`src/sdcc_pkg.sv`:
```
// package: register map, field layout and carriers of the converter channel control
`default_nettype none

package sdcc_pkg;

  // ---------------------------------------------------------------------------
  // byte addresses
  // ---------------------------------------------------------------------------
  localparam logic [7:0] OFS_CH_CTRL    = 8'h00;
  localparam logic [7:0] OFS_CH_INCTL   = 8'h04;
  localparam logic [7:0] OFS_CH_RESULT  = 8'h08;
  localparam logic [7:0] OFS_CH_PRELOAD = 8'h0C;
  localparam logic [7:0] OFS_VECTOR     = 8'h80;
  localparam logic [7:0] OFS_IRQ_STATUS = 8'h84;
  localparam logic [7:0] OFS_IRQ_MASK   = 8'h88;
  localparam int         CH_SHIFT       = 4;    // channel block stride is 16 bytes

  // ---------------------------------------------------------------------------
  // channel control field positions
  // ---------------------------------------------------------------------------
  localparam int CTL_GROUP  = 0;
  localparam int CTL_START  = 1;
  localparam int CTL_DONE   = 2;
  localparam int CTL_IE     = 3;
  localparam int CTL_DF     = 4;
  localparam int CTL_OVF    = 5;
  localparam int CTL_LSBACC = 6;
  localparam int CTL_LSBTOG = 7;
  localparam int CTL_OSR    = 8;  // two bits
  localparam int INC_PAIR   = 0;  // three bits
  localparam int INC_GAIN   = 3;  // three bits
  localparam int INC_DLY    = 6;  // two bits
  localparam int IRQ_OVF    = 8;  // overflow bits start here in status and mask

  // ---------------------------------------------------------------------------
  // reset values and vector codes
  // ---------------------------------------------------------------------------
  localparam logic [7:0]  INCTL_RST   = 8'h00;
  localparam logic [7:0]  PRELOAD_RST = 8'h00;
  localparam logic [15:0] VEC_NONE    = 16'h0000;
  localparam logic [15:0] VEC_OVF     = 16'h0002;
  localparam logic [15:0] VEC_CH0     = 16'h0004;
  localparam logic [15:0] VEC_STEP    = 16'h0002;
  localparam logic [2:0]  DLY_FULL    = 3'h4;   // delay code 00 waits for the fourth sample

  // ---------------------------------------------------------------------------
  // carriers
  // ---------------------------------------------------------------------------
  typedef struct packed {
    logic       running;  // modulator powered and converting
    logic [2:0] gain;     // amplifier gain code
    logic [2:0] pair;     // differential input pair code
  } sdcc_anlg_t;

  typedef struct packed {
    logic        valid;   // one-cycle pulse per decimated sample
    logic [31:0] data;    // filter output
  } sdcc_sample_t;

  // sample number that raises the first flag: code 00 -> 4 ... 11 -> 1
  function automatic logic [2:0] sdcc_dly_target(input logic [1:0] code);
    sdcc_dly_target = DLY_FULL - {1'b0, code};
  endfunction

endpackage

`default_nettype wire

```
`src/sdcc_top.sv`:
```
// module: channel control, result access and interrupt vector of the sigma-delta converter
`default_nettype none
`timescale 1ns/1ps

module sdcc_top
  import sdcc_pkg::*;
#(
  parameter int N_CH    = 3,                  // channels, at most 8
  parameter int MAX_OSR = 1024                // largest oversampling ratio
)(
  input  wire logic             pclk,         // system clock, 100 MHz
  input  wire logic             presetn,      // async reset, active low
  input  wire logic             psel,         // apb select
  input  wire logic             penable,      // apb access phase
  input  wire logic             pwrite,       // apb direction
  input  wire logic [7:0]       paddr,        // apb byte address
  input  wire logic [31:0]      pwdata,       // apb write data
  output logic      [31:0]      prdata,       // apb read data
  output logic                  pready,       // apb ready
  output logic                  pslverr,      // apb error, unmapped address or write to the vector or a result register
  input  wire logic [N_CH-1:0]  mod_bit_in,   // modulator bit streams (async)
  output sdcc_anlg_t [N_CH-1:0] anlg_ctl,     // per-channel analog settings
  output logic                  irq           // level interrupt
);

  // ---------------------------------------------------------------------------
  // state
  // ---------------------------------------------------------------------------
  logic [N_CH-1:0]       group, running, done, ovf, df, lsbacc, lsbtog, ie, ovie;
  logic [N_CH-1:0]       next_group, next_running, next_done, next_ovf, next_df;
  logic [N_CH-1:0]       next_lsbacc, next_lsbtog, next_ie, next_ovie;
  logic [N_CH-1:0][1:0]  osr, next_osr;
  logic [N_CH-1:0][7:0]  inctl, next_inctl, preload, next_preload;
  logic [N_CH-1:0][31:0] result, next_result;
  logic [N_CH-1:0][2:0]  nsamp, next_nsamp;
  logic [31:0]           next_prdata;
  logic                  next_pslverr;

  logic [N_CH-1:0]       sync1, sync2, go;
  sdcc_sample_t [N_CH-1:0] smp;
  logic [15:0]           vector;
  logic                  setup, access, wr, rd;

  assign setup  = psel & ~penable;
  assign access = psel & penable;
  assign wr     = access & pwrite;
  assign rd     = access & ~pwrite;
  assign pready = 1'b1;                                // zero wait states

  // ---------------------------------------------------------------------------
  // address decode helpers
  // ---------------------------------------------------------------------------
  function automatic logic is_ch(input logic [7:0] a, input logic [7:0] ofs, input int ch);
    is_ch = (a == (ofs | 8'(ch << CH_SHIFT)));
  endfunction

  function automatic logic [31:0] ch_word(input logic [15:0] lo);
    ch_word = {16'h0000, lo};
  endfunction

  // ---------------------------------------------------------------------------
  // modulator bit synchronisers, two flops each
  // ---------------------------------------------------------------------------
  always_ff @(posedge pclk or negedge presetn)
  begin
    if (!presetn)
    begin
      sync1 <= '0;
      sync2 <= '0;
    end
    else
    begin
      sync1 <= mod_bit_in;
      sync2 <= sync1;
    end
  end

  // ---------------------------------------------------------------------------
  // filters, one per channel
  // ---------------------------------------------------------------------------
  for (genvar g = 0; g < N_CH; g++)
  begin : g_ch
    sdcc_decim #(
      .MAX_OSR  (MAX_OSR),
      .ACC_W    (24)
    ) u_decim (
      .pclk     (pclk),
      .presetn  (presetn),
      .run      (running[g]),
      .restart  (go[g]),
      .osr_code (osr[g]),
      .preload  (preload[g]),
      .mod_bit  (sync2[g]),
      .sample   (smp[g])
    );
    // gain and pair reach the analog side straight from the input control register; running comes from the run flag
    assign anlg_ctl[g] = '{running: running[g],
                           gain:    inctl[g][INC_GAIN +: 3],
                           pair:    inctl[g][INC_PAIR +: 3]};
  end

  // ---------------------------------------------------------------------------
  // interrupt vector and line
  // ---------------------------------------------------------------------------
  sdcc_prio #(
    .N_CH      (N_CH)
  ) u_prio (
    .done_pend (done & ie),
    .ovf_pend  (|(ovf & ovie)),
    .vector    (vector)
  );

  assign irq = (vector != VEC_NONE);

  // ---------------------------------------------------------------------------
  // start chain: a grouped channel passes its start to the next one
  // ---------------------------------------------------------------------------
  always_comb
  begin
    for (int i = 0; i < N_CH; i++)
    begin
      go[i] = wr && is_ch(paddr, OFS_CH_CTRL, i) && pwdata[CTL_START];
      // a group bit written along with the start chains at once
      if (i > 0 && go[i-1] && ((wr && is_ch(paddr, OFS_CH_CTRL, i-1)) ? pwdata[CTL_GROUP] : group[i-1]))
        go[i] = 1'b1;
    end
  end

  // ---------------------------------------------------------------------------
  // register next values and read data
  // ---------------------------------------------------------------------------
  always_comb
  begin
    next_group   = group;
    next_running = running;
    next_done    = done;
    next_ovf     = ovf;
    next_df      = df;
    next_lsbacc  = lsbacc;
    next_lsbtog  = lsbtog;
    next_ie      = ie;
    next_ovie    = ovie;
    next_osr     = osr;
    next_inctl   = inctl;
    next_preload = preload;
    next_result  = result;
    next_nsamp   = nsamp;
    next_prdata  = prdata;
    next_pslverr = 1'b0;

    // read data captured in setup, answered in access
    if (setup)
    begin
      next_prdata  = 32'h0000_0000;
      next_pslverr = 1'b1;
    end
    if (setup && (paddr == OFS_VECTOR))
    begin
      next_prdata  = {16'h0000, vector & 16'h001E};
      next_pslverr = pwrite;                           // read-only: writes refused
    end
    if (setup && (paddr == OFS_IRQ_STATUS || paddr == OFS_IRQ_MASK))
    begin
      next_prdata                  = 32'h0000_0000;
      next_prdata[IRQ_OVF +: N_CH] = (paddr == OFS_IRQ_STATUS) ? ovf : ovie;
      next_prdata[N_CH-1:0]        = (paddr == OFS_IRQ_STATUS) ? done : ie;
      next_pslverr = 1'b0;
    end

    for (int i = 0; i < N_CH; i++)
    begin
      if (setup && is_ch(paddr, OFS_CH_CTRL, i))
      begin
        next_prdata  = ch_word({6'h00, osr[i], lsbtog[i], lsbacc[i], ovf[i], df[i],
                                ie[i], done[i], running[i], group[i]});
        next_pslverr = 1'b0;
      end
      if (setup && is_ch(paddr, OFS_CH_INCTL, i))
      begin
        next_prdata  = ch_word({8'h00, inctl[i]});
        next_pslverr = 1'b0;
      end
      if (setup && is_ch(paddr, OFS_CH_RESULT, i))
      begin
        // offset binary by default; df flips the sign bit for two's complement
        next_prdata  = ch_word(lsbacc[i] ? result[i][15:0]
                              : (result[i][31:16] ^ {df[i], 15'h0000}));
        next_pslverr = pwrite;
      end
      if (setup && is_ch(paddr, OFS_CH_PRELOAD, i))
      begin
        next_prdata  = ch_word({8'h00, preload[i]});
        next_pslverr = 1'b0;
      end

      // software writes
      if (wr && is_ch(paddr, OFS_CH_CTRL, i))
      begin
        next_group[i]   = (i < N_CH - 1) ? pwdata[CTL_GROUP] : 1'b0;
        next_running[i] = pwdata[CTL_START];
        next_done[i]    = done[i] & pwdata[CTL_DONE];
        next_ie[i]      = pwdata[CTL_IE];
        next_df[i]      = pwdata[CTL_DF];
        next_ovf[i]     = ovf[i] & pwdata[CTL_OVF];
        next_lsbacc[i]  = pwdata[CTL_LSBACC];
        next_lsbtog[i]  = pwdata[CTL_LSBTOG];
        next_osr[i]     = pwdata[CTL_OSR +: 2];
      end
      if (wr && is_ch(paddr, OFS_CH_INCTL, i))
        next_inctl[i] = pwdata[7:0];
      if (wr && is_ch(paddr, OFS_CH_PRELOAD, i))
        next_preload[i] = pwdata[7:0];
      if (wr && paddr == OFS_IRQ_STATUS)
      begin
        if (pwdata[i])
          next_done[i] = 1'b0;
        if (pwdata[IRQ_OVF + i])
          next_ovf[i] = 1'b0;
      end
      if (wr && paddr == OFS_IRQ_MASK)
      begin
        next_ie[i]   = pwdata[i];
        next_ovie[i] = pwdata[IRQ_OVF + i];
      end

      // result read side effects, taken at the access edge
      if (rd && is_ch(paddr, OFS_CH_RESULT, i))
      begin
        next_done[i] = 1'b0;
        if (lsbtog[i])
          next_lsbacc[i] = ~lsbacc[i];
      end

      // conversion start restarts the first-flag delay
      if (go[i])
      begin
        next_running[i] = 1'b1;
        next_nsamp[i]   = 3'h0;
      end
      else if (running[i] && smp[i].valid)
      begin
        // keep new results; set wins over any clear in the same cycle
        next_result[i] = smp[i].data;
        if (nsamp[i] != DLY_FULL)
          next_nsamp[i] = nsamp[i] + 3'h1;
        if ((nsamp[i] + 3'h1) >= sdcc_dly_target(inctl[i][INC_DLY +: 2]))
        begin
          if (done[i])
            next_ovf[i] = 1'b1;                        // unread result overwritten
          next_done[i] = 1'b1;
        end
      end
    end
  end

  // ---------------------------------------------------------------------------
  // registers
  // ---------------------------------------------------------------------------
  always_ff @(posedge pclk or negedge presetn)
  begin
    if (!presetn)
    begin
      group   <= '0;
      running <= '0;
      done    <= '0;
      ovf     <= '0;
      df      <= '0;
      lsbacc  <= '0;
      lsbtog  <= '0;
      ie      <= '0;
      ovie    <= '0;
      osr     <= '0;
      inctl   <= {N_CH{INCTL_RST}};
      preload <= {N_CH{PRELOAD_RST}};
      result  <= '0;
      nsamp   <= '0;
      prdata  <= '0;
      pslverr <= 1'b0;
    end
    else
    begin
      group   <= next_group;
      running <= next_running;
      done    <= next_done;
      ovf     <= next_ovf;
      df      <= next_df;
      lsbacc  <= next_lsbacc;
      lsbtog  <= next_lsbtog;
      ie      <= next_ie;
      ovie    <= next_ovie;
      osr     <= next_osr;
      inctl   <= next_inctl;
      preload <= next_preload;
      result  <= next_result;
      nsamp   <= next_nsamp;
      prdata  <= next_prdata;
      pslverr <= next_pslverr;
    end
  end

endmodule

`default_nettype wire

```
`src/sdcc_decim.sv`:
```
// module: per-channel decimation filter fed by the modulator bit stream
`default_nettype none
`timescale 1ns/1ps

module sdcc_decim
  import sdcc_pkg::*;
#(
  parameter int MAX_OSR = 1024,               // largest oversampling ratio
  parameter int ACC_W   = 24                  // accumulator width
)(
  input  wire logic         pclk,             // system clock
  input  wire logic         presetn,          // async reset, active low
  input  wire logic         run,              // channel converting
  input  wire logic         restart,          // pulse: reseed from preload
  input  wire logic [1:0]   osr_code,         // ratio = MAX_OSR >> code
  input  wire logic [7:0]   preload,          // filter seed
  input  wire logic         mod_bit,          // synchronised modulator bit
  output sdcc_sample_t      sample            // decimated result
);

  localparam int CNT_W = $clog2(MAX_OSR) + 1;
  localparam logic [CNT_W-1:0] OSR_MAX = CNT_W'(MAX_OSR);

  logic [CNT_W-1:0] cnt, next_cnt;
  logic [ACC_W-1:0] acc, next_acc;
  sdcc_sample_t     next_sample;
  logic [CNT_W-1:0] last;

  // ---------------------------------------------------------------------------
  // count ones over one ratio window, then emit and reseed
  // ---------------------------------------------------------------------------
  always_comb
  begin
    last        = (OSR_MAX >> osr_code) - CNT_W'(1);
    next_cnt    = cnt;
    next_acc    = acc;
    next_sample = '{valid: 1'b0, data: sample.data};
    if (restart || !run)
    begin
      next_cnt = '0;
      next_acc = ACC_W'(preload);
    end
    else
    begin
      next_acc = acc + ACC_W'(mod_bit);
      next_cnt = cnt + CNT_W'(1);
      if (cnt == last)
      begin
        next_sample.valid = 1'b1;
        next_sample.data  = {next_acc, 8'h00};        // full scale lands in upper word for ratios of 256 and up
        next_cnt          = '0;
        next_acc          = ACC_W'(preload);
      end
    end
  end

  always_ff @(posedge pclk or negedge presetn)
  begin
    if (!presetn)
    begin
      cnt    <= '0;
      acc    <= '0;
      sample <= '0;
    end
    else
    begin
      cnt    <= next_cnt;
      acc    <= next_acc;
      sample <= next_sample;
    end
  end

endmodule

`default_nettype wire

```
`src/sdcc_prio.sv`:
```
// module: priority encoder building the interrupt vector code
`default_nettype none
`timescale 1ns/1ps

module sdcc_prio
  import sdcc_pkg::*;
#(
  parameter int N_CH = 3                      // channel count
)(
  input  wire logic [N_CH-1:0] done_pend,     // enabled done flags
  input  wire logic            ovf_pend,      // any enabled overflow
  output logic      [15:0]     vector         // vector code
);

  // ---------------------------------------------------------------------------
  // overflow first, then channel 0 upward; low channels win
  // ---------------------------------------------------------------------------
  always_comb
  begin
    vector = VEC_NONE;
    for (int i = N_CH - 1; i >= 0; i--)
    begin
      if (done_pend[i])
        vector = VEC_CH0 + VEC_STEP * 16'(i);
    end
    if (ovf_pend)
      vector = VEC_OVF;
  end

endmodule

`default_nettype wire

```
`config.mk`:
```
export PLATFORM = sky130hd
export DESIGN_NAME = sdcc_top
export DESIGN_NICKNAME = d
export VERILOG_FILES = /design/src/sdcc_pkg.sv /design/src/sdcc_top.sv /design/src/sdcc_decim.sv /design/src/sdcc_prio.sv
export SDC_FILE = /design/constraint.sdc
export NUM_CORES = 1
export LEC_CHECK = 0
export ABC_AREA = 1
export BUFFER_PORTS_ARGS = -buffer_cell sky130_fd_sc_hd__buf_2
export CORE_AREA = 2 2 200 202
export CTS_BUF_LIST = sky130_fd_sc_hd__clkbuf_8
export CTS_CLUSTER_SIZE = 12
export DETAILED_ROUTE_END_ITERATION = 7
export DIE_AREA = 0 0 202 204
export MAX_ROUTING_LAYER = met4
export PLACE_DENSITY = 0.61
export SKIP_LAST_GASP = 1
export SYNTH_ARGS = -nofsm -noshare
export SYNTH_HDL_FRONTEND = slang
export SYNTH_SLANG_ARGS = --single-unit
```
`constraint.sdc`:
```
create_clock -name pclk -period 6.7 [get_ports pclk]
set_clock_uncertainty 0.2 [all_clocks]
set_input_delay 1.34 -clock pclk [delete_from_list [all_inputs] [get_ports pclk]]
set_output_delay 1.34 -clock pclk [all_outputs]
set_load 0.02 [all_outputs]
```
==> qor.yml <==
detailed_routing:
  drt_iter0_markers: 1184
  wl_per_cell_um: 16.90
  avgViaCountPerCell: 5.194
  dr.pass1.iters: 5
  ant_nets: 0
  drc: 0
  wirelength_um: 45290
  vias: 13920
timing:
  min_period_ps: 4157
  finalSetupViolCount: 0
  slew_viol_final: 0
  rsz0062_at_grt: "false"
  holdWs_ps: 145.7
  finalCritPeriodShare: 0.6204
  finalHoldViolCount: 0
  relSlewSlack: 0.3096
  max_freq_mhz: 240.6
  tns_ps: 0
  worstMarginPinSlew_ps: 1033
clock_network:
  clk_path_buf_depth: 3
  ctsHoldBuffers: 0
  postCtsSetupBuffers: 0
  cts_htree_levels: 2
  path_clk_slew_ps: 60
  ctsRootBufferMaster: "clkbuf_8"
  cts_tree: "yes"
  cts_buffers: 60
  cts_resized: 0
  clock_latency_ps: 640
  cts_sinks: 364
die:
  die_w_um: 202
  die_h_um: 204
  dieArea_um2: 41210
  core_area_um2: 39180
  row_count: 73
  pin_count: 104
  start_util: 0.4448
power_and_ir_drop:
  p_leak_uw: 0.009403
  p_per_area_nw_per_um2: 257.1
  ir_drop_v: 0.0001692
synth:
  ys_seq_area_frac: 0.5227
  netlist_area_um2: 17430
  synth_ff_type: "dfrtp_1"
  synth-edff-count: 0
  synthArstFlopShare: 1.000
  ys_types: 57
  yosys_register_bits: 364
  synth.yosys.warnings: 0
  syn_area_per_cell_um2: 8.485
  synth_cells: 2054
finish:
  finalInstanceArea_um2: 19250
  syn_to_final_growth_pct: 10.43
  drive_above_1_share: 0.1021
  final_nets: 2182
global_route:
  grt-ovfl-total: 0
  grt_antenna_before_repair: 0
  grt_max_degree: 186
  grt_usage: 0.2318
  grt_pass1_vias: 13540
  grt_pass1_wl_um: 72860
status:
  outcome: "completed"
worst_setup_path:
  startpoint_type: "input pin"
  r2r_start: "g_ch[2].u_decim.cnt[0]"
  criticalPathCategory: "in2reg"
  crit_fanout: 25
  cp.required_ps: 7070
  end_kind: "flip-flop"
  cp_data_arrival_time_ps: 4530
  crit_path_start: "psel"
place:
  portBuffers: 65
  gp_congestion: 0.9575
  dp_hpwl_um: 32500
  place_area_um2: 17960
worst_hold_path:
  hp-class: "reg2reg"
  hp-start: "sync1[2]"
job:
  maxCapViolCount: 0
[synthesized netlist by cell type, types with 13 or more instances]
master	count	area share
clkbuf_1	30	0.0065
inv_1	179	0.039
buf_4	45	0.019
dfrtp_1	364	0.52
o21ai_0	171	0.049
o21ai_1	34	0.0098
inv_2	13	0.0028
nand2_1	573	0.12
nor2_1	187	0.040
nand3_1	90	0.026
nand4_1	36	0.013
xnor2_1	27	0.014
buf_2	15	0.0043
nor4_1	14	0.0050
nor3_1	32	0.0092
a21oi_1	52	0.015
ha_1	27	0.019
xor2_1	41	0.021
[flip-flops by register name, indices dropped and copies added, names as in the netlist, 6 cells and up]
register             count
g_ch.u_decim.sample     75
g_ch.u_decim.acc        72
result                  72
g_ch.u_decim.cnt        33
preload                 24
anlg_ctl                18
prdata                  16
nsamp                    9
inctl                    6
osr                      6
[stage by stage]
step	utilization	setup WS, ps	instances	power, uW
after floorplan	-	3557	2069	2791
after global placement	0.4584	2009	2570	2924
after detailed placement	0.4584	1980	2570	2944
after CTS	0.4911	2643	2679	5008
after global routing	0.4911	2390	2679	5205
final	0.4912	2543	2680	4949
[kinds of logic after synthesis]
logic type	Yosys count	share of synthesized area
compound gates	308	0.09764
xor+xnor	68	0.03417
fa+ha+maj	27	0.01938
buf+inv	292	0.07596
flops	364	0.5227
mux	17	0.01098
other cells	2	0.0004309
simple gates	976	0.2388
[worst paths after layout]
check	end	slack, ps	cells past startpoint
min in group asynchronous	g_ch[0].u_decim.cnt[3]	360	1
max in group asynchronous	g_ch[1].u_decim.acc[11]	4650	2
worst max-delay path	prdata[4]	2540	13
worst min register to register	sync2[2]	150	0
worst max register to register	g_ch[2].u_decim.cnt[8]	3460	11
worst min-delay path	sync2[2]	150	0
[worst max-delay path: stages]
cell	delay [ps]
buf_2	140
inv_1	70
nor2_2	430
clkinv_1	880
nor3_1	860
nand2_1	100
o21ai_0	120
nor2_1	110
nand4_1	140
nor2_1	80
nand4_1	80
a21oi_1	80
nand2_1	90
[layout make-up]
cell class / count / area (um2)
clock buffers: 78 / 1074
repair buffers: 74 / 415.4
well taps: 525 / 656.9
multi-input cells: 1413 / 7052
diodes: 1 / 2.502
inverters: 194 / 730.7
fillers: 3804 / 19940
clock inverters: 31 / 206.4
flip-flops and latches: 364 / 9109
[where the power goes]
part | total, uW | leakage, uW | internal [uW] | switching [uW]
clock network | 2050 | 0.000744 | 1150 | 896
registers | 2440 | 0.00484 | 2340 | 105
logic | 460 | 0.00382 | 158 | 302
[metal layers]
| metal | up-vias | global-route usage | share of wire |
|---|---|---|---|
| li1 | 6728 | - | - |
| met2 | 408 | 0.3581 | 0.46 |
| met4 | 0 | 0.08613 | 0.030 |
| met5 | - | - | 0 |
| met1 | 6684 | 0.3101 | 0.45 |
| met3 | 100 | 0.03635 | 0.059 |
[cell usage in the layout (no fill, tap or decap), types with 5 or more instances in the layout]
cell and n:
nand2_2 6, nand4_1 36, xor2_1 41, buf_2 64, nand3_1 90, o22ai_1 5, nor2_2 5, nand2_1 573
inv_1 203, o211ai_1 6, a21oi_1 52, or2_2 8, inv_2 13, mux2_1 6, conb_1 17, o21ai_1 34
ha_1 27, o21ai_0 171, o221ai_1 9, clkbuf_8 78, buf_4 8, nor4_1 14, xnor2_1 27, nor2_1 187
nor3_1 32, mux2_2 11, dfrtp_1 364
Note: power is estimated with default switching activity, not from simulation.
